===== src/include/sgoc_pkg.sv =====
// Behaviour
// - Breaker position codes: 0 between, 1 open, 2 closed, 3 both inputs active.
// - Cart codes: 0 between, 1 out, 2 in, 3 invalid, 4 when not withdrawable.
// - Authority bit resets to remote; the other side's manual requests are refused.
// - With synchrocheck in use, close only while the permission input is high.
// - Ready setting: 0 needs ready high, 1 needs low, 2 ignores it.
// - Object type selects monitored inputs and controls; cart tracked only when withdrawable.
// - Command on/off and status events carry a one millisecond timestamp.
// - Four cumulative counters: opens, closes, failed opens, failed closes.
// - Remote commands run direct or need a prior select (select before execute).
// - Single-input monitoring derives the closed state from the inverted open input.
// - Force selector 0 to 12 overrides reported function status while forcing enabled.
// - Additional status reports open, close, ready and sync allowed or blocked.
// - Outputs are one open and one close command from local, remote or automatic.
// - Settings are static; software changes them only during setup.
// - Bad or between is declared only after the traverse time, 20 ms steps.
// - Clear command zeroes all four counters and then returns to idle itself.
package sgoc_pkg;

  // ---------------------------------------------------------------------
  // Timing
  // ---------------------------------------------------------------------
  localparam int unsigned CLK_FREQ_KHZ = 250000;
  localparam int unsigned STAMP_RES_MS = 1;
  localparam int unsigned CYC_PER_MS = CLK_FREQ_KHZ * STAMP_RES_MS;
  localparam int unsigned TRAV_STEP_MS = 20;
  localparam int unsigned TRAV_DEFAULT_MS = 200;
  localparam logic [14:0] TRAV_RST = 15'(TRAV_DEFAULT_MS / TRAV_STEP_MS);
  localparam logic [4:0] TRAV_STEP = 5'(TRAV_STEP_MS);
  localparam int unsigned CMD_PULSE_MS = 100;
  localparam logic [9:0] CMD_PULSE = 10'(CMD_PULSE_MS);

  // ---------------------------------------------------------------------
  // Register map
  // ---------------------------------------------------------------------
  localparam logic [7:0] ADR_CTRL = 8'h00;
  localparam logic [7:0] ADR_TRAV = 8'h04;
  localparam logic [7:0] ADR_STAT = 8'h08;
  localparam logic [7:0] ADR_CMD = 8'h0C;
  localparam logic [7:0] ADR_IST = 8'h10;
  localparam logic [7:0] ADR_IMASK = 8'h14;
  localparam logic [7:0] ADR_CNT_OPEN = 8'h18;
  localparam logic [7:0] ADR_CNT_CLOSE = 8'h1C;
  localparam logic [7:0] ADR_CNT_OFAIL = 8'h20;
  localparam logic [7:0] ADR_CNT_CFAIL = 8'h24;
  localparam logic [7:0] ADR_STAMP = 8'h28;
  localparam logic [7:0] ADR_EV_CODE = 8'h2C;
  localparam logic [7:0] ADR_EV_TIME = 8'h30;

  localparam int CTL_LR = 0;
  localparam int CTL_TYPE = 1;
  localparam int CTL_SYNC = 3;
  localparam int CTL_RDY = 4;
  localparam int CTL_SINGLE = 6;
  localparam int CTL_FORCE = 7;
  localparam int CTL_FSEL = 8;
  localparam int CTL_SBE = 12;
  localparam logic [12:0] CTRL_RST = 13'h0023;

  localparam int CMD_OPEN = 0;
  localparam int CMD_CLOSE = 1;
  localparam int CMD_SELO = 2;
  localparam int CMD_SELC = 3;
  localparam int CMD_CANCEL = 4;
  localparam int CMD_CLEAR = 8;

  localparam int EV_OPEN_ON = 0;
  localparam int EV_OPEN_OFF = 1;
  localparam int EV_CLOSE_ON = 2;
  localparam int EV_CLOSE_OFF = 3;
  localparam int EV_BKR = 4;
  localparam int EV_CART = 5;
  localparam int EV_OPEN_FAIL = 6;
  localparam int EV_CLOSE_FAIL = 7;
  localparam int NUM_EV = 8;

  // ---------------------------------------------------------------------
  // Types
  // ---------------------------------------------------------------------
  typedef enum logic [1:0] {
    POS_MID = 2'b00, POS_OPEN = 2'b01, POS_CLOSED = 2'b10, POS_BAD = 2'b11
  } sgoc_pos_t;
  localparam logic [2:0] CART_UNUSED = 3'h4;

  typedef enum logic [1:0] {
    OBJ_WD_BKR = 2'b00, OBJ_BKR = 2'b01, OBJ_DISC = 2'b10, OBJ_EARTH = 2'b11
  } sgoc_obj_t;

  typedef enum logic [1:0] {
    RDY_HIGH = 2'b00, RDY_LOW = 2'b01, RDY_OFF = 2'b10
  } sgoc_rdy_t;

  typedef enum logic [1:0] {
    CST_IDLE = 2'b00, CST_OPEN = 2'b01, CST_CLOSE = 2'b10
  } sgoc_cst_t;

  localparam logic [3:0] FST_NORMAL = 4'h0;
  localparam logic [3:0] FST_OPEN_SIG = 4'h3;
  localparam logic [3:0] FST_CLOSE_SIG = 4'h4;
  localparam logic [3:0] FST_NOTRDY_FAIL = 4'h7;
  localparam logic [3:0] FST_NOSYNC_FAIL = 4'h8;
  localparam logic [3:0] FST_MAX = 4'hC;

endpackage


===== src/include/sgoc_pos_if.sv =====
`timescale 1ns/1ps
`default_nettype none
interface sgoc_pos_if;
  logic in_a;
  logic in_b;
  logic tick;
  logic [19:0] limit_ms;
  logic [1:0] code;
  modport dec (input in_a, input in_b, input tick, input limit_ms,
               output code);
  modport ctl (output in_a, output in_b, output tick, output limit_ms,
               input code);
endinterface
`default_nettype wire


===== src/hw/sgoc_pos_decode.sv =====
`timescale 1ns/1ps
`default_nettype none
module sgoc_pos_decode
  import sgoc_pkg::*;
(
  input wire logic clk_i,
  input wire logic rst_i,
  sgoc_pos_if.dec pos
);

  logic [1:0] raw;
  logic [1:0] code_q;
  logic [19:0] ms_cnt_q;

  assign raw = {pos.in_b, pos.in_a};
  assign pos.code = code_q;

  // A clean end position is taken at once; both or neither inputs active
  // must persist for the traverse time, so a moving contact is not flagged.
  always_ff @(posedge clk_i) begin
    if (rst_i) begin
      code_q <= POS_MID;
      ms_cnt_q <= '0;
    end else if (raw == POS_OPEN || raw == POS_CLOSED) begin
      code_q <= raw;
      ms_cnt_q <= '0;
    end else if (ms_cnt_q >= pos.limit_ms) begin
      code_q <= raw;
    end else if (pos.tick) begin
      ms_cnt_q <= ms_cnt_q + 20'h00001;
    end
  end

endmodule // sgoc_pos_decode
`default_nettype wire


===== src/hw/sgoc_top.sv =====
// The address map and the Wishbone slave port are this design's own decisions.
`timescale 1ns/1ps
`default_nettype none
module sgoc_top
  import sgoc_pkg::*;
#(
  parameter int unsigned CYC_MS = CYC_PER_MS
) (
  input wire logic clk_i,
  input wire logic rst_i,
  input wire logic wb_cyc_i,
  input wire logic wb_stb_i,
  input wire logic wb_we_i,
  input wire logic [7:0] wb_adr_i,
  input wire logic [3:0] wb_sel_i,
  input wire logic [31:0] wb_dat_i,
  output logic [31:0] wb_dat_o,
  output logic wb_ack_o,
  input wire logic open_st_i,
  input wire logic close_st_i,
  input wire logic cart_in_i,
  input wire logic cart_out_i,
  input wire logic ready_i,
  input wire logic sync_ok_i,
  input wire logic loc_open_i,
  input wire logic loc_close_i,
  input wire logic open_blk_i,
  input wire logic close_blk_i,
  input wire logic auto_open_i,
  input wire logic auto_close_i,
  output logic open_cmd_o,
  output logic close_cmd_o,
  output logic irq_o
);

  // -----------------------------------------------------------------------
  // Helpers
  // -----------------------------------------------------------------------
  function automatic logic [31:0] wb_merge(input logic [31:0] old,
                                           input logic [31:0] wdat,
                                           input logic [3:0] sel);
    logic [31:0] res;
    res = old;
    for (int i = 0; i < 4; i++) begin
      if (sel[i]) begin
        res[8*i +: 8] = wdat[8*i +: 8];
      end
    end
    return res;
  endfunction

  function automatic logic [31:0] cnt_step(input logic [31:0] cnt,
                                           input logic clr,
                                           input logic inc);
    logic [31:0] res;
    res = cnt;
    if (clr) begin
      res = '0;
    end else if (inc) begin
      res = cnt + 32'h0000_0001;
    end
    return res;
  endfunction

  // -----------------------------------------------------------------------
  // Input synchronisers
  // -----------------------------------------------------------------------
  logic [9:0] sy1_q;
  logic [9:0] sy2_q;
  logic [1:0] loc_prev_q;
  logic open_st_s, close_st_s, cart_in_s, cart_out_s, ready_s, sync_s;
  logic open_blk_s, close_blk_s, loc_open_rise, loc_close_rise;

  always_ff @(posedge clk_i) begin
    if (rst_i) begin
      sy1_q <= '0;
      sy2_q <= '0;
      loc_prev_q <= '0;
    end else begin
      sy1_q <= {close_blk_i, open_blk_i, loc_close_i, loc_open_i, sync_ok_i,
                ready_i, cart_out_i, cart_in_i, close_st_i, open_st_i};
      sy2_q <= sy1_q;
      loc_prev_q <= sy2_q[7:6];
    end
  end

  assign {close_blk_s, open_blk_s} = sy2_q[9:8];
  assign {sync_s, ready_s, cart_out_s, cart_in_s} = sy2_q[5:2];
  assign {close_st_s, open_st_s} = sy2_q[1:0];
  assign loc_open_rise = sy2_q[6] & ~loc_prev_q[0];
  assign loc_close_rise = sy2_q[7] & ~loc_prev_q[1];

  // -----------------------------------------------------------------------
  // Millisecond timebase
  // -----------------------------------------------------------------------
  logic [17:0] div_q;
  logic tick_q;
  logic [31:0] stamp_q;

  always_ff @(posedge clk_i) begin
    if (rst_i) begin
      div_q <= '0;
      tick_q <= 1'b0;
      stamp_q <= '0;
    end else begin
      tick_q <= (div_q == 18'(CYC_MS - 1));
      div_q <= (div_q == 18'(CYC_MS - 1)) ? '0 : div_q + 18'h00001;
      if (tick_q) begin
        stamp_q <= stamp_q + 32'h0000_0001;
      end
    end
  end

  // -----------------------------------------------------------------------
  // Settings and position decoding
  // -----------------------------------------------------------------------
  logic [12:0] ctrl_q;
  logic [14:0] trav_q;
  logic lr_q, single_q, force_q, sbe_q, sync_use;
  sgoc_obj_t obj_type;
  sgoc_rdy_t rdy_use;
  logic [3:0] force_sel;
  logic [1:0] bkr_code;
  logic [2:0] cart_code;

  // Settings are static by contract; nothing here guards a change mid-command.
  assign lr_q = ctrl_q[CTL_LR];
  assign obj_type = sgoc_obj_t'(ctrl_q[CTL_TYPE +: 2]);
  assign sync_use = ctrl_q[CTL_SYNC];
  assign rdy_use = sgoc_rdy_t'(ctrl_q[CTL_RDY +: 2]);
  assign single_q = ctrl_q[CTL_SINGLE];
  assign force_q = ctrl_q[CTL_FORCE];
  assign force_sel = ctrl_q[CTL_FSEL +: 4];
  assign sbe_q = ctrl_q[CTL_SBE];

  sgoc_pos_if bkr_if ();
  sgoc_pos_if cart_if ();

  assign bkr_if.in_a = open_st_s;
  assign bkr_if.in_b = single_q ? ~open_st_s : close_st_s;
  assign bkr_if.tick = tick_q;
  assign bkr_if.limit_ms = 20'(trav_q * TRAV_STEP);
  assign cart_if.in_a = cart_out_s;
  assign cart_if.in_b = cart_in_s;
  assign cart_if.tick = tick_q;
  assign cart_if.limit_ms = 20'(trav_q * TRAV_STEP);

  sgoc_pos_decode u_bkr (.clk_i(clk_i), .rst_i(rst_i), .pos(bkr_if.dec));
  sgoc_pos_decode u_cart (.clk_i(clk_i), .rst_i(rst_i), .pos(cart_if.dec));

  assign bkr_code = bkr_if.code;
  assign cart_code = (obj_type == OBJ_WD_BKR) ?
                     {1'b0, cart_if.code} : CART_UNUSED;

  // -----------------------------------------------------------------------
  // Request gating
  // -----------------------------------------------------------------------
  logic rem_open, rem_close, sel_open_q, sel_close_q, rem_open_ok, rem_close_ok;
  logic open_try, close_try, open_auth, close_auth, ctl_allowed;
  logic open_allowed, close_allowed, rdy_ok, sync_ok, brk_type;
  logic open_ok, close_ok, open_fail, close_fail, busy;
  logic wr_cmd;
  sgoc_cst_t cst_q;

  assign busy = (cst_q != CST_IDLE);
  assign brk_type = (obj_type == OBJ_WD_BKR) || (obj_type == OBJ_BKR);
  assign ctl_allowed = (obj_type != OBJ_EARTH);
  assign rdy_ok = !brk_type || (rdy_use == RDY_OFF) ||
                  ((rdy_use == RDY_HIGH) && ready_s) ||
                  ((rdy_use == RDY_LOW) && !ready_s);
  assign sync_ok = !brk_type || !sync_use || sync_s;
  assign open_allowed = ctl_allowed && !open_blk_s && !busy;
  assign close_allowed = ctl_allowed && !close_blk_s && !busy;

  assign rem_open = wr_cmd && wb_sel_i[0] && wb_dat_i[CMD_OPEN];
  assign rem_close = wr_cmd && wb_sel_i[0] && wb_dat_i[CMD_CLOSE];
  assign rem_open_ok = rem_open && lr_q && (!sbe_q || sel_open_q);
  assign rem_close_ok = rem_close && lr_q && (!sbe_q || sel_close_q);

  assign open_try = auto_open_i || loc_open_rise || rem_open;
  assign close_try = auto_close_i || loc_close_rise || rem_close;
  assign open_auth = auto_open_i || (loc_open_rise && !lr_q) ||
                     rem_open_ok;
  assign close_auth = auto_close_i || (loc_close_rise && !lr_q) ||
                      rem_close_ok;
  // Open is the safe direction, so it wins a same-cycle race with close.
  assign open_ok = open_try && open_auth && open_allowed;
  assign close_ok = close_try && close_auth && close_allowed && rdy_ok &&
                    sync_ok && !open_ok;
  assign open_fail = open_try && !open_ok;
  assign close_fail = close_try && !close_ok;

  always_ff @(posedge clk_i) begin
    if (rst_i) begin
      sel_open_q <= 1'b0;
      sel_close_q <= 1'b0;
    end else if (wr_cmd && wb_sel_i[0]) begin
      // A select lives until the next command write that does not repeat it or that carries a cancel.
      sel_open_q <= wb_dat_i[CMD_SELO] && !wb_dat_i[CMD_CANCEL];
      sel_close_q <= wb_dat_i[CMD_SELC] && !wb_dat_i[CMD_CANCEL];
    end
  end

  // -----------------------------------------------------------------------
  // Command output handler
  // -----------------------------------------------------------------------
  logic open_q, close_q, cmd_end;
  logic [9:0] pulse_q;
  logic [3:0] fst_q;

  assign cmd_end = (pulse_q >= CMD_PULSE) ||
                   ((cst_q == CST_OPEN) && (bkr_code == POS_OPEN)) ||
                   ((cst_q == CST_CLOSE) && (bkr_code == POS_CLOSED));

  always_ff @(posedge clk_i) begin
    if (rst_i) begin
      cst_q <= CST_IDLE;
      open_q <= 1'b0;
      close_q <= 1'b0;
      pulse_q <= '0;
    end else begin
      case (cst_q)
        CST_IDLE: begin
          pulse_q <= '0;
          if (open_ok) begin
            cst_q <= CST_OPEN;
            open_q <= 1'b1;
          end else if (close_ok) begin
            cst_q <= CST_CLOSE;
            close_q <= 1'b1;
          end
        end
        CST_OPEN, CST_CLOSE: begin
          if (tick_q) begin
            pulse_q <= pulse_q + 10'h001;
          end
          if (cmd_end) begin
            cst_q <= CST_IDLE;
            open_q <= 1'b0;
            close_q <= 1'b0;
          end
        end
        default: begin
          cst_q <= CST_IDLE;
          open_q <= 1'b0;
          close_q <= 1'b0;
        end
      endcase
    end
  end

  always_ff @(posedge clk_i) begin
    if (rst_i) begin
      fst_q <= FST_NORMAL;
    end else if (open_ok) begin
      fst_q <= FST_OPEN_SIG;
    end else if (close_ok) begin
      fst_q <= FST_CLOSE_SIG;
    end else if (close_try && !rdy_ok) begin
      fst_q <= FST_NOTRDY_FAIL;
    end else if (close_try && !sync_ok) begin
      fst_q <= FST_NOSYNC_FAIL;
    end else if (busy && cmd_end) begin
      fst_q <= FST_NORMAL;
    end
  end

  // -----------------------------------------------------------------------
  // Counters, events and interrupt
  // -----------------------------------------------------------------------
  logic [31:0] cnt_open_q, cnt_close_q, cnt_ofail_q, cnt_cfail_q;
  logic clr_q, irq_q;
  logic [1:0] bkr_prev_q;
  logic [2:0] cart_prev_q;
  logic [NUM_EV-1:0] ev, ist_q, imask_q, ist_clr;
  logic [2:0] ev_code_q;
  logic [31:0] ev_time_q;
  logic [2:0] ev_first;

  always_ff @(posedge clk_i) begin
    if (rst_i) begin
      cnt_open_q <= '0;
      cnt_close_q <= '0;
      cnt_ofail_q <= '0;
      cnt_cfail_q <= '0;
    end else begin
      cnt_open_q <= cnt_step(cnt_open_q, clr_q, open_ok);
      cnt_close_q <= cnt_step(cnt_close_q, clr_q, close_ok);
      cnt_ofail_q <= cnt_step(cnt_ofail_q, clr_q, open_fail);
      cnt_cfail_q <= cnt_step(cnt_cfail_q, clr_q, close_fail);
    end
  end

  always_ff @(posedge clk_i) begin
    if (rst_i) begin
      clr_q <= 1'b0;
    end else begin
      clr_q <= wr_cmd && wb_sel_i[1] && wb_dat_i[CMD_CLEAR];
    end
  end

  assign ev[EV_OPEN_ON] = (cst_q == CST_IDLE) && open_ok;
  assign ev[EV_OPEN_OFF] = (cst_q == CST_OPEN) && cmd_end;
  assign ev[EV_CLOSE_ON] = (cst_q == CST_IDLE) && !open_ok && close_ok;
  assign ev[EV_CLOSE_OFF] = (cst_q == CST_CLOSE) && cmd_end;
  assign ev[EV_BKR] = (bkr_code != bkr_prev_q);
  assign ev[EV_CART] = (cart_code != cart_prev_q);
  assign ev[EV_OPEN_FAIL] = open_fail;
  assign ev[EV_CLOSE_FAIL] = close_fail;

  always_comb begin
    ev_first = '0;
    for (int i = NUM_EV - 1; i >= 0; i--) begin
      if (ev[i]) begin
        ev_first = 3'(i);
      end
    end
  end

  always_ff @(posedge clk_i) begin
    if (rst_i) begin
      bkr_prev_q <= POS_MID;
      cart_prev_q <= CART_UNUSED;
      ev_code_q <= '0;
      ev_time_q <= '0;
    end else begin
      bkr_prev_q <= bkr_code;
      cart_prev_q <= cart_code;
      if (|ev) begin
        ev_code_q <= ev_first;
        ev_time_q <= stamp_q;
      end
    end
  end

  // A new event in the clearing cycle keeps its bit set.
  always_ff @(posedge clk_i) begin
    if (rst_i) begin
      ist_q <= '0;
      irq_q <= 1'b0;
    end else begin
      ist_q <= (ist_q & ~ist_clr) | ev;
      irq_q <= |(ist_q & imask_q);
    end
  end

  // -----------------------------------------------------------------------
  // Wishbone slave
  // -----------------------------------------------------------------------
  logic ack_q, wr_en;
  logic [31:0] rdat_q, rdat;
  logic [3:0] add_info;

  assign wr_en = wb_cyc_i && wb_stb_i && wb_we_i && !ack_q;
  assign wr_cmd = wr_en && (wb_adr_i == ADR_CMD);
  assign ist_clr = (wr_en && (wb_adr_i == ADR_IST) && wb_sel_i[0]) ?
                   wb_dat_i[NUM_EV-1:0] : '0;
  assign add_info = {sync_ok, rdy_ok, close_allowed, open_allowed};

  always_ff @(posedge clk_i) begin
    if (rst_i) begin
      ctrl_q <= CTRL_RST;
      trav_q <= TRAV_RST;
      imask_q <= '0;
    end else if (wr_en) begin
      if (wb_adr_i == ADR_CTRL) begin
        ctrl_q <= 13'(wb_merge(32'(ctrl_q), wb_dat_i, wb_sel_i));
      end
      if (wb_adr_i == ADR_TRAV) begin
        trav_q <= 15'(wb_merge(32'(trav_q), wb_dat_i, wb_sel_i));
      end
      if (wb_adr_i == ADR_IMASK) begin
        imask_q <= NUM_EV'(wb_merge(32'(imask_q), wb_dat_i, wb_sel_i));
      end
    end
  end

  always_comb begin
    rdat = '0;
    case (wb_adr_i)
      ADR_CTRL: rdat = 32'(ctrl_q);
      ADR_TRAV: rdat = 32'(trav_q);
      ADR_STAT: rdat = {16'h0000, (force_q ? force_sel : fst_q),
                        add_info, 3'b000, cart_code, bkr_code};
      ADR_CMD: rdat = {23'h000000, clr_q, 4'h0, sel_close_q,
                       sel_open_q, 2'b00};
      ADR_IST: rdat = 32'(ist_q);
      ADR_IMASK: rdat = 32'(imask_q);
      ADR_CNT_OPEN: rdat = cnt_open_q;
      ADR_CNT_CLOSE: rdat = cnt_close_q;
      ADR_CNT_OFAIL: rdat = cnt_ofail_q;
      ADR_CNT_CFAIL: rdat = cnt_cfail_q;
      ADR_STAMP: rdat = stamp_q;
      ADR_EV_CODE: rdat = 32'(ev_code_q);
      ADR_EV_TIME: rdat = ev_time_q;
      default: rdat = '0;
    endcase
  end

  always_ff @(posedge clk_i) begin
    if (rst_i) begin
      ack_q <= 1'b0;
      rdat_q <= '0;
    end else begin
      ack_q <= wb_cyc_i && wb_stb_i && !ack_q;
      rdat_q <= rdat;
    end
  end

  assign wb_ack_o = ack_q;
  assign wb_dat_o = rdat_q;
  assign open_cmd_o = open_q;
  assign close_cmd_o = close_q;
  assign irq_o = irq_q;
endmodule // sgoc_top
`default_nettype wire


===== config.mk =====
export PLATFORM = sky130hd
export DESIGN_NAME = sgoc_top
export DESIGN_NICKNAME = d
export VERILOG_FILES = /design/src/include/sgoc_pkg.sv /design/src/include/sgoc_pos_if.sv /design/src/hw/sgoc_pos_decode.sv /design/src/hw/sgoc_top.sv
export SDC_FILE = /design/constraint.sdc
export NUM_CORES = 1
export LEC_CHECK = 0
export ABC_AREA = 0
export ABC_CLOCK_PERIOD_IN_PS = 4050
export BUFFER_PORTS_ARGS = -buffer_cell sky130_fd_sc_hd__buf_2
export CAP_MARGIN = 20
export CORE_ASPECT_RATIO = 1.75
export CORE_UTILIZATION = 50
export CTS_CLUSTER_DIAMETER = 200
export DETAILED_ROUTE_END_ITERATION = 6
export PLACE_DENSITY = 0.7
export SETUP_SLACK_MARGIN = 0.15
export SYNTH_ARGS = -nofsm -noshare
export SYNTH_HDL_FRONTEND = slang
export SYNTH_SLANG_ARGS = --single-unit

===== constraint.sdc =====
create_clock -name clk_i -period 4.05 [get_ports clk_i]
set_input_delay 0.6075 -clock clk_i [delete_from_list [all_inputs] [get_ports clk_i]]
set_output_delay 0.6075 -clock clk_i [all_outputs]
set_load 0.01 [all_outputs]

After elaboration in Yosys (flattened, before gate mapping) --
Index checks and enable logic that the tools add are counted.
Storage, ports and cells: flip-flop bits (word level) 384, input port bits 61, output and inout port bits 36, word-level logic and storage cells 238
Cells by class: add/subtract/negate cells 9, multiply operators 1, magnitude comparators 3, equality and inequality tests 33, muxes and demuxes 34, bitwise gates (word level) 11, reduce and logical (&&, ||, !) cells 110
Operators with widths (count):
- $pmux 32 s13 | 1
- $add 32x1->32 const B | 5
- $logic_and 1x1->1 | 45
- $add 20x1->20 const B | 2
- $eq 8x6->1 const B | 5
- $ge 20x20->1 | 2
- $mux 3 | 11
- $eq 8x5->1 const B | 4
- $logic_or 1x1->1 | 20
- $pmux 10 s2 | 1
- $add 18x1->18 const B | 1
- $eq 18x18->1 const B | 1
- $mul 15x3->18 const B | 1
- $reduce_and 3->1 | 6
- $and 8x8->8 | 2
- $eq 8x4->1 const B | 2
- $mux 2 | 8
- $reduce_or 8->1 | 2
- $logic_not 1->1 | 14
- $eq 2x1->1 const B | 6
- $mux 4 | 3
- $ne 2x2->1 const B | 6
- $reduce_or 2->1 | 6
- $add 10x1->10 const B | 1
- 22 further kinds | 46

Depth between registers and ports, before layout --
Gate-level depths: netlist (run 1).
word-level depth 24, mapped depth 17, mapped depth without buffers 16

Modules after synthesis --
A second synthesis (run 1) with hierarchy kept.
Unflattened totals: cells, all modules 2220, area total of the unflattened synthesis 18906.9 µm²
Modules (own cells, without submodules):
- sgoc_top | instances 1, cells each 1818, area an instance 15681.3 µm², sequential area each 6786.5 µm²
- sgoc_pos_decode | instances 2, cells each 201, area an instance 1612.8 µm², sequential area each 440.4 µm²

Worst setup path after synthesis (run 1) --
OpenSTA, ideal clock, no wires.
kind flip-flop to flip-flop, start register trav_q[3], end register u_cart.ms_cnt_q[19], setup time 0.118 ns, arrival 4.220 ns, data required time 3.932 ns, path slack -0.288 ns, cell stages (with the launch flop) 17, buffers on the path 0, clock period less this slack 4.338 ns, path through dfxtp_1 ha_1 ha_1 fa_1 a211o_1 a21oi_1 o21ai_0 a41o_1 o31ai_1 xor2_1 ha_1 a21o_1 a21o_1 a221oi_1 o21ai_1 or4_1 mux2i_1
On the way: longest elaborated chain between the ends 4
RTL lines:
- from (decl) | line sgoc_top.sv:118 | logic [14:0] trav_q;
- from (signal assigned) | line sgoc_top.sv:370 | trav_q <= 15'(wb_merge(32'(trav_q), wb_dat_i, wb_sel_i));
- $mul 15x3->18 | line sgoc_top.sv:146 | assign cart_if.limit_ms = 20'(trav_q * TRAV_STEP);
- $ge 20x20->1 | line sgoc_pos_decode.sv:27 | end else if (ms_cnt_q >= pos.limit_ms) begin
- $not 1->1 (no line)
- $reduce_and 2->1 (no line)
- to (signal assigned) | line sgoc_pos_decode.sv:30 | ms_cnt_q <= ms_cnt_q + 20'h00001;
- to (decl) | line sgoc_pos_decode.sv:13 | logic [19:0] ms_cnt_q;
No other way between the ends. A chain may end at the register's enable or synchronous reset.

Worst setup path after layout (run 1) --
Ends and elaborated chain as after synthesis.

==> impl_metrics.yaml, run 1 <==
run_status:
  status: "finished, violations left"
  violations: "negative setup slack"
global_routing:
  grt_max_degree: 68
  met2_usage_pct: 62.2
  use_met3_pct: 6.05
  grt_pass1_vias: 18800
  busiest_layer: "met2"
  met1_usage_pct: 36.2
  grt_usage_pct: 35.2
  grt_antenna_before_repair: 3
  grt_pass1_wl_um: 110000
  grt_overflow: 0
detailed_routing:
  vias_per_cell: 6.53
  vias: 19500
  drt-initial-drc-count: 1806
  wire_per_inst_um: 24.2
  drc: 0
  ant_nets: 0
  drt_wl_total_um: 72200
  first_pass_iters: 6
synth:
  syn_inst: 2354
  synth.distinct_cells: 85
  async_reset_ff_share_pct: 0
  synth_warnings: 0
  synth_area_um2: 19900
  seq_area_frac_synth_pct: 38.4
  synth_seq_cells: 383
  synth-edff-count: 0
  synth_area_per_cell_um2: 8.47
  synth_ff_type: "dfxtp_1"
  synthesis.nets: 2493
min_path:
  hold_class: "input port to flop"
  whs_path_depth: 2
run:
  maxCapViolCount: 0
worst_setup_path:
  slowest_stage: "or4_4"
  crit_path_frequent_cell: "ha_4"
  cp_cell_sequence: "ha_4 -> ha_4 -> fa_2 -> a211o_1 -> a21oi_2 -> o21ai_2 -> a41o_1 -> o31ai_2 -> xor2_1 -> buf_4 -> ha_4 -> a21o_1 -> a21o_1 -> a221oi_4 -> o21ai_4 -> buf_12 -> or4_4 -> mux2i_1"
  critical_path.top_delay_family: "compound AO/OA/AOI/OAI gates"
  cpPeakStageDelay_ns: 0.41
  setup.worst_path.end_class: "flop"
  cp_data_required_time_ns: 4.48
  cp_num_buf_inv: 2
  crit_path_start_kind: "flop"
  crit_cells: 18
  arrival_ns: 4.78
  worstSetupPathType: "flop to flop"
  rr_worst_depth: 18
  crit_fanout: 4
pwr:
  vdd_drop_max_mv: 0.373
  power_leakage_nw: 8.81
  total_power_mw: 8.76
  powerDensity_nw_per_um2: 366
placement:
  portBuffers: 77
  place_area_um2: 21400
  hpwl_um: 50800
  routabilityCongestion: 1.01
floorplan:
  io_pins: 97
  die_h_um: 266
  die_area_um2: 40700
  fp.coreArea_um2: 39300
  die_w_um: 153
  placementRows: 96
  floorplan.initialDensity_pct: 50.8
cts:
  cts_tree: "yes"
  cts_buffers: 38
  clock_sinks: 383
  clockRootBuffer: "clkbuf_16"
  htree_num_levels: 2
  cts_max_path_buffers: 3
  clk_pin_slew_worst_paths_ns: 0.07
  hold_buffers: 0
  insertion_delay_ns: 0.56
layout:
  fin_nets: 2605
  design_area_um2: 24000
  fillCellCount: 3338
  area_growth_pct: 20.1
  multiInputGateArea_um2: 12400
  seqCellArea_um2: 7670
  drive_above_1_share_pct: 16.7
timing:
  hold_viol_final: 0
  maxSlewViolCount: 0
  fmax_mhz: 230
  worst_pin_slew_ns: 1.09
  period_share_pct: 107
  slew_headroom_pct: 26.8
  fin_skew_ns: 0.0206
  fin_crit_ns: 4.35
  hold_slack_ns: 0.273
  finalSetupViolCount: 43
  rsz0062_at_grt: "true"
  setup_slack_ns: -0.303
## cells by family after synthesis
group / after synthesis / synth area share, %
muxes: 92 / 4.66
xor gates and xnor gates: 91 / 4.00
buffers and inverters: 202 / 3.96
adders and majority gates: 78 / 4.93
and+or+nand+nor: 953 / 24.7
DFF: 383 / 38.4
AOI/OAI and AO/OA: 555 / 19.3
## report_power, final
part / switching (mW) / internal [mW]
Clock: 1.56 / 2.17
Combinational: 0.771 / 0.300
Sequential: 0.107 / 3.85
## final timing paths
check	to	slack, ns	start
max reg2reg	u_cart.ms_cnt_q[19]	-0.30	trav_q[3]
min reg2reg	sy2_q[4]	0.44	sy1_q[4]
max	u_cart.ms_cnt_q[19]	-0.30	trav_q[3]
min	sy1_q[1]	0.27	close_st_i
## cell usage after synthesis, types with 20 or more instances
master / count / area, µm²
a21o_1: 20 / 150
a21oi_1: 165 / 826
a221oi_1: 23 / 201
a22oi_1: 50 / 375
a31oi_1: 25 / 156
and3_1: 48 / 300
clkbuf_1: 119 / 447
dfxtp_1: 383 / 7670
ha_1: 77 / 963
inv_1: 59 / 221
mux2i_1: 85 / 851
nand2_1: 193 / 724
nand2b_1: 32 / 200
nand3_1: 132 / 661
nand4_1: 72 / 450
nor2_1: 216 / 811
nor2b_1: 39 / 244
nor3_1: 34 / 170
nor4_1: 28 / 175
o21ai_0: 63 / 315
o311ai_0: 24 / 210
o31ai_1: 40 / 300
o41ai_1: 25 / 219
or3_1: 55 / 344
or4_1: 41 / 308
xnor2_1: 42 / 368
xor2_1: 49 / 429
## layer usage
metal / share of wire, % / vias up
met1: 35 / 9337
met5: 0 / -
met3: 6.0 / 328
met4: 9.8 / 0
li1: - / 8975
met2: 49 / 850
## per-stage QoR
stage               utilization, %  instances  TNS, ns  worst slack [ns]
finish                        61.0       2984    -8.58            -0.303
global route                  61.0       2980   -13.76            -0.416
CTS                           59.7       2967    -2.79            -0.140
detailed placement            54.4       2885    -7.19            -0.286
global placement              54.4       2885    -2.94            -0.174
floorplan                        -       2354        0             0.114
## registers in the layout (all words and copies together), names as in the netlist, 15 cells and up
register	count
cnt_ofail_q	32
cnt_open_q	32
cnt_close_q	32
div_q	18
u_bkr.ms_cnt_q	20
u_cart.ms_cnt_q	20
stamp_q	32
trav_q	15
cnt_cfail_q	32
wb_dat_o	32
ev_time_q	32
## timing repair
item / CTS / global route
gates cloned: 7 / 1
gates resized for setup: 87 / 69
hold endpoints to repair: 0 / 0
pin swaps: 31 / 51
endpoints found under the setup margin: 44 / 44
setup buffers: 11 / 12
## cell type report
type | instances | area share [%]
diodes | 4 | 0.0418
multi-input cells | 1769 | 51.7
well taps | 490 | 2.56
inverters | 59 | 0.925
flip-flops and latches | 383 | 32.0
clock inverters | 11 | 0.710
clock buffers | 53 | 4.63
repair buffers | 215 | 7.41
## placed cells by master, fill, tap and decap left out, drive strengths merged, types with 32 or more instances in the layout
| master | count |
|---|---|
| o31ai | 40 |
| xor2 | 49 |
| mux2i | 85 |
| nor4 | 32 |
| a22oi | 50 |
| or4 | 41 |
| nor2 | 216 |
| nand2 | 193 |
| nor2b | 39 |
| or3 | 55 |
| nand2b | 32 |
| nor3 | 35 |
| o21ai | 67 |
| clkbuf | 55 |
| nand3 | 132 |
| xnor2 | 42 |
| buf | 211 |
| nand4 | 72 |
| ha | 77 |
| inv | 60 |
| and3 | 48 |
| dfxtp | 383 |
| a21oi | 165 |
(Power assumes the default switching activity.)
==> run 2, diff against run 1 <==
--- a/config.mk
+++ b/config.mk
@@ -6,14 +6,16 @@
 export NUM_CORES = 1
 export LEC_CHECK = 0
 export ABC_AREA = 0
-export ABC_CLOCK_PERIOD_IN_PS = 4050
+export ABC_CLOCK_PERIOD_IN_PS = 4500
 export BUFFER_PORTS_ARGS = -buffer_cell sky130_fd_sc_hd__buf_2
 export CAP_MARGIN = 20
+export CELL_PAD_IN_SITES_DETAIL_PLACEMENT = 1
+export CELL_PAD_IN_SITES_GLOBAL_PLACEMENT = 1
 export CORE_ASPECT_RATIO = 1.75
-export CORE_UTILIZATION = 50
+export CORE_UTILIZATION = 47
 export CTS_CLUSTER_DIAMETER = 200
 export DETAILED_ROUTE_END_ITERATION = 6
-export PLACE_DENSITY = 0.7
+export PLACE_DENSITY_LB_ADDON = 0.1
 export SETUP_SLACK_MARGIN = 0.15
 export SYNTH_ARGS = -nofsm -noshare
 export SYNTH_HDL_FRONTEND = slang
==> constraint.sdc (replaced) <==
create_clock -name clk_i -period 4.5 [get_ports clk_i]
set_input_delay 0.675 -clock clk_i [delete_from_list [all_inputs] [get_ports clk_i]]
set_output_delay 0.675 -clock clk_i [all_outputs]
set_load 0.01 [all_outputs]
==> impl_metrics.yaml, run 2 (synthesis gave the netlist of run 1 again) <==
detailed_routing:
  ant_nets: 0
  drc: 0
  drt_wl_total_um: 78200
  wire_per_inst_um: 25.9
  first_pass_iters: 5
  vias_per_cell: 6.43
  vias: 19400
  drt-initial-drc-count: 1011
layout:
  fin_util_pct: 55.5
  fin_nets: 2568
  layout_common_cells: "dfxtp_1 (380), nor2_1 (212), nand2_1 (192), a21oi_1 (155), nand3_1 (132)"
  fillCellCount: 4957
  area_growth_pct: 16.3
  layout_commonest_cell: "dfxtp_1"
  drive_above_1_share_pct: 14.3
cts:
  cts_tree: "yes"
  cts_max_path_buffers: 3
  clk_pin_slew_worst_paths_ns: 0.06
  cts_buffers: 39
  clock_sinks: 383
  insertion_delay_ns: 0.56
  hold_buffers: 0
  clockRootBuffer: "clkbuf_16"
  htree_num_levels: 2
placement:
  portBuffers: 77
  dpl_worst_slack_ns: -0.360
  routabilityCongestion: 0.952
  hpwl_um: 57600
timing:
  maxSlewViolCount: 0
  hold_viol_final: 0
  setup_slack_ns: 0.221
  slew_headroom_pct: 28.8
  fin_crit_ns: 4.28
  fmax_mhz: 234
  period_share_pct: 95.1
  worst_pin_slew_ns: 1.06
  fin_skew_ns: 0.0226
  finalSetupViolCount: 0
  rsz0062_at_grt: "true"
global_routing:
  grt_pass1_wl_um: 116000
  grt_antenna_before_repair: 6
  grt_pass1_vias: 20100
  grt_usage_pct: 35.7
  grt_overflow: 0
  grt_max_degree: 68
floorplan:
  floorplan.initialDensity_pct: 47.8
  die_w_um: 158
  placementRows: 99
  io_pins: 97
  die_h_um: 275
  die_area_um2: 43300
  fp.coreArea_um2: 41700
pwr:
  power_frac_seq_pct: 44.7
  power_frac_comb_pct: 12.4
  clockPowerShare_pct: 42.9
  powerDensity_nw_per_um2: 344
  vdd_drop_max_mv: 0.343
  power.internal_mw: 5.71
  swShare_pct: 28.4
  power_leakage_nw: 8.51
  p_sw_mw: 2.27
worst_setup_path:
  arrival_ns: 4.76
  crit_path_start_kind: "flop"
  rrSetupSlack_ns: 0.22
  rr_worst_depth: 17
  r2r-end: "u_cart.ms_cnt_q[3]"
  crit_fanout: 8
  setup.worst_path.end_class: "flop"
  worstSetupPathType: "flop to flop"
  r2r_start: "trav_q[1]"
  cp_data_required_time_ns: 4.98
min_path:
  min_to: "sy1_q[7]"
  hold_class: "input port to flop"
  worstHoldStart: "loc_close_i"
  whs_path_depth: 2
run_status:
  status: "finished, final reports clean"
run:
  maxCapViolCount: 0
run 2: power groups by stage:
stage	clock, mW	combinational (mW)	sequential [mW]
floorplan	0	0.608	3.59
global placement	0	0.911	3.63
detailed placement	0	0.945	3.63
CTS	3.49	0.955	3.56
global route	3.60	1.05	3.57
finish	3.42	0.991	3.57
run 2: cell type report:
type | count | area (µm²) | share of cell area [%]
Clock inverter | 12 | 130 | 0.561
Sequential cell | 383 | 7670 | 33.1
Timing Repair Buffer | 177 | 1250 | 5.40
Clock buffer | 60 | 1210 | 5.21
Antenna cell | 6 | 15.0 | 0.0648
Multi-Input combinational cell | 1769 | 12000 | 51.7
Inverter | 59 | 221 | 0.955
Tap cell | 555 | 694 | 3.00
run 2: timing repair:
item                       CTS  global route
setup endpoints to repair   44            42
cloned                       0             2
resized for setup           34            59
setup buffers                3             4
pin swaps                   12            39
run 2: layer usage:
layer	global-route usage (%)	vias to the layer above	share of wire, %
met3	6.95	315	5.0
met5	0	-	0.012
met4	35.6	2	11
met1	33.5	9584	34
met2	62.9	609	50
li1	-	8910	-
run 2: critical path: stages, from the launching register on:
cell and delay [ns]:
dfxtp_2 0.33, ha_4 0.24, ha_4 0.16, fa_2 0.36, a211o_1 0.30, a21oi_4 0.16
o21ai_2 0.10, a41o_1 0.21, o31ai_2 0.21, xor2_1 0.23, ha_1 0.29, a21o_1 0.19
a21o_1 0.21, a221oi_4 0.29, o21ai_2 0.11, buf_6 0.16, or4_4 0.52, a21oi_2 0.13
run 2: through the flow:
stage | hold WS, ns | instances | setup TNS [ns] | total power [mW] | instance area [µm²]
after global placement | 0.424 | 2931 | -1.00 | 4.54 | 21200
after global routing | 0.329 | 3015 | 0 | 8.23 | 23200
after floorplan | 0.414 | 2354 | 0 | 4.20 | 19900
final | 0.333 | 3021 | 0 | 7.98 | 23200
after detailed placement | 0.425 | 2931 | -3.53 | 4.58 | 21200
after CTS | 0.311 | 3006 | 0 | 8.00 | 22700
run 2: worst max-delay path by stage:
stage,slack [ns],cells after the start,startpoint,to
final,0.22,17,trav_q[1],u_cart.ms_cnt_q[3]
after global routing,0.02,17,trav_q[1],u_cart.ms_cnt_q[3]
after global placement,-0.15,17,trav_q[3],u_cart.ms_cnt_q[4]
after floorplan,0.16,16,trav_q[3],u_cart.ms_cnt_q[19]
after CTS,0.16,19,trav_q[2],u_cart.ms_cnt_q[3]
after detailed placement,-0.36,18,trav_q[3],u_cart.ms_cnt_q[13]
==> run 3, diff against run 2 <==
--- a/config.mk
+++ b/config.mk
@@ -11,7 +11,7 @@
 export CAP_MARGIN = 20
 export CELL_PAD_IN_SITES_DETAIL_PLACEMENT = 1
 export CELL_PAD_IN_SITES_GLOBAL_PLACEMENT = 1
-export CORE_ASPECT_RATIO = 1.75
+export CORE_ASPECT_RATIO = 1.5
 export CORE_UTILIZATION = 47
 export CTS_CLUSTER_DIAMETER = 200
 export DETAILED_ROUTE_END_ITERATION = 6
==> impl_metrics.yaml, run 3 (synthesis gave the netlist of run 1 again) <==
global_routing:
  grt_pass1_vias: 19800
  grt_antenna_before_repair: 5
  grt_overflow: 0
  grt_pass1_wl_um: 113000
  grt_max_degree: 76
  grt_usage_pct: 34.3
timing:
  worst_pin_slew_ns: 1.04
  fmax_mhz: 236
  hold_viol_final: 0
  setup_tns_ns: 0
  slew_headroom_pct: 30.0
  finalSetupViolCount: 0
  fin_crit_ns: 4.24
  period_share_pct: 94.1
  setup_slack_ns: 0.265
  fin_skew_ns: 0.0225
  rsz0062_at_grt: "true"
  maxSlewViolCount: 0
placement:
  portBuffers: 77
  hpwl_um: 54800
  place_area_um2: 21200
  routabilityCongestion: 0.997
  dpl_worst_slack_ns: -0.218
  dp.cells: 2940
floorplan:
  floorplan.initialDensity_pct: 47.6
  die_w_um: 170
  die_h_um: 254
  placementRows: 92
  fp.coreArea_um2: 41900
  die_area_um2: 43300
  io_pins: 97
detailed_routing:
  drt-initial-drc-count: 1132
  vias: 19200
  first_pass_iters: 6
  drt_wl_total_um: 74600
  drc: 0
  ant_nets: 0
  wire_per_inst_um: 24.7
  vias_per_cell: 6.37
worst_setup_path:
  critical_path.top_delay_family: "compound AO/OA/AOI/OAI gates"
  crit_path_start_kind: "flop"
  cpPeakStageDelay_ns: 0.41
  setup.worst_path.end_class: "flop"
  cp_data_required_time_ns: 4.98
  crit_fanout: 6
  cp_cell_sequence: "ha_4 -> ha_4 -> fa_2 -> a211o_1 -> a21oi_2 -> o21ai_2 -> a41o_1 -> o31ai_2 -> xor2_1 -> buf_4 -> buf_4 -> ha_1 -> nand4_1 -> nor4b_1 -> buf_4 -> a2bb2oi_1 -> buf_4 -> a2111o_1 -> nand3_1"
  crit_path_frequent_cell: "buf_4"
  cp_num_buf_inv: 4
  arrival_ns: 4.72
  worstSetupPathType: "flop to flop"
  slowest_stage: "a2111o_1"
layout:
  drive_above_1_share_pct: 12.5
  layout_common_cells: "dfxtp_1 (381), nor2_1 (212), nand2_1 (192), a21oi_1 (159), nand3_1 (132)"
  fillCellCount: 5057
  layout.cells.non_filler: 3019
  area_growth_pct: 14.0
  fin_nets: 2565
  design_area_um2: 22700
  layout_commonest_cell: "dfxtp_1"
cts:
  insertion_delay_ns: 0.56
  hold_buffers: 0
  htree_num_levels: 2
  clockRootBuffer: "clkbuf_16"
  cts_tree: "yes"
  clock_sinks: 383
  cts_buffers: 40
  cts_max_path_buffers: 3
  clk_pin_slew_worst_paths_ns: 0.06
pwr:
  total_power_mw: 7.90
  power_leakage_nw: 8.38
  powerDensity_nw_per_um2: 348
  vdd_drop_max_mv: 0.299
run_status:
  status: "finished, final reports clean"
run:
  maxCapViolCount: 0
min_path:
  hold_class: "input port to flop"
-- run 3: area by class of cell --
cell class | count | area, µm² | share of cell area [%]
Inverter | 59 | 221 | 0.974
Tap cell | 564 | 706 | 3.10
Clock buffer | 61 | 1150 | 5.06
Clock inverter | 9 | 139 | 0.611
Multi-Input combinational cell | 1769 | 11700 | 51.4
Antenna cell | 1 | 2.50 | 0.0110
Sequential cell | 383 | 7670 | 33.7
Timing Repair Buffer | 173 | 1170 | 5.15
-- run 3: path summary, 6_finish.rpt --
| kind | from | end | slack, ns | cells after the start |
|---|---|---|---|---|
| max reg2reg | trav_q[1] | u_bkr.pos.code[1] | 0.26 | 19 |
| min | loc_open_i | sy1_q[6] | 0.33 | 2 |
| max | trav_q[1] | u_bkr.pos.code[1] | 0.26 | 19 |
| min reg2reg | sy1_q[6] | sy2_q[6] | 0.43 | 1 |
-- run 3: worst register-to-register path, stage by stage (launching register included) --
cell,delay (ns)
dfxtp_2,0.33
ha_4,0.24
ha_4,0.16
fa_2,0.35
a211o_1,0.28
a21oi_2,0.18
o21ai_2,0.11
a41o_1,0.21
o31ai_2,0.20
xor2_1,0.12
buf_4,0.14
buf_4,0.12
ha_1,0.28
nand4_1,0.14
nor4b_1,0.33
buf_4,0.17
a2bb2oi_1,0.11
buf_4,0.21
a2111o_1,0.41
nand3_1,0.07
-- run 3: metal layers --
metal	vias to the layer above	track usage (%)	wire (µm)
li1	8852	-	-
met1	9492	34.7	27000
met2	590	62.3	37700
met3	286	5.54	3410
met4	10	27.4	6420
met5	-	0	58
-- run 3: timing repair --
item,4_1_cts,5_1_grt
buffers inserted,2,4
setup endpoints to repair,35,32
gates resized for setup,19,17
pin swaps,12,22
gates cloned,0,0
-- run 3: per-stage QoR --
step	utilization, %	hold WS [ns]
CTS	54.0	0.324
detailed placement	50.7	0.430
global route	54.2	0.339
floorplan	-	0.414
global placement	50.7	0.416
finish	54.3	0.333
-- run 3: power breakdown --
group	total, mW	internal, mW	switching, mW
Sequential	3.56	3.47	0.0955
Clock	3.35	1.94	1.42
Combinational	0.984	0.271	0.713
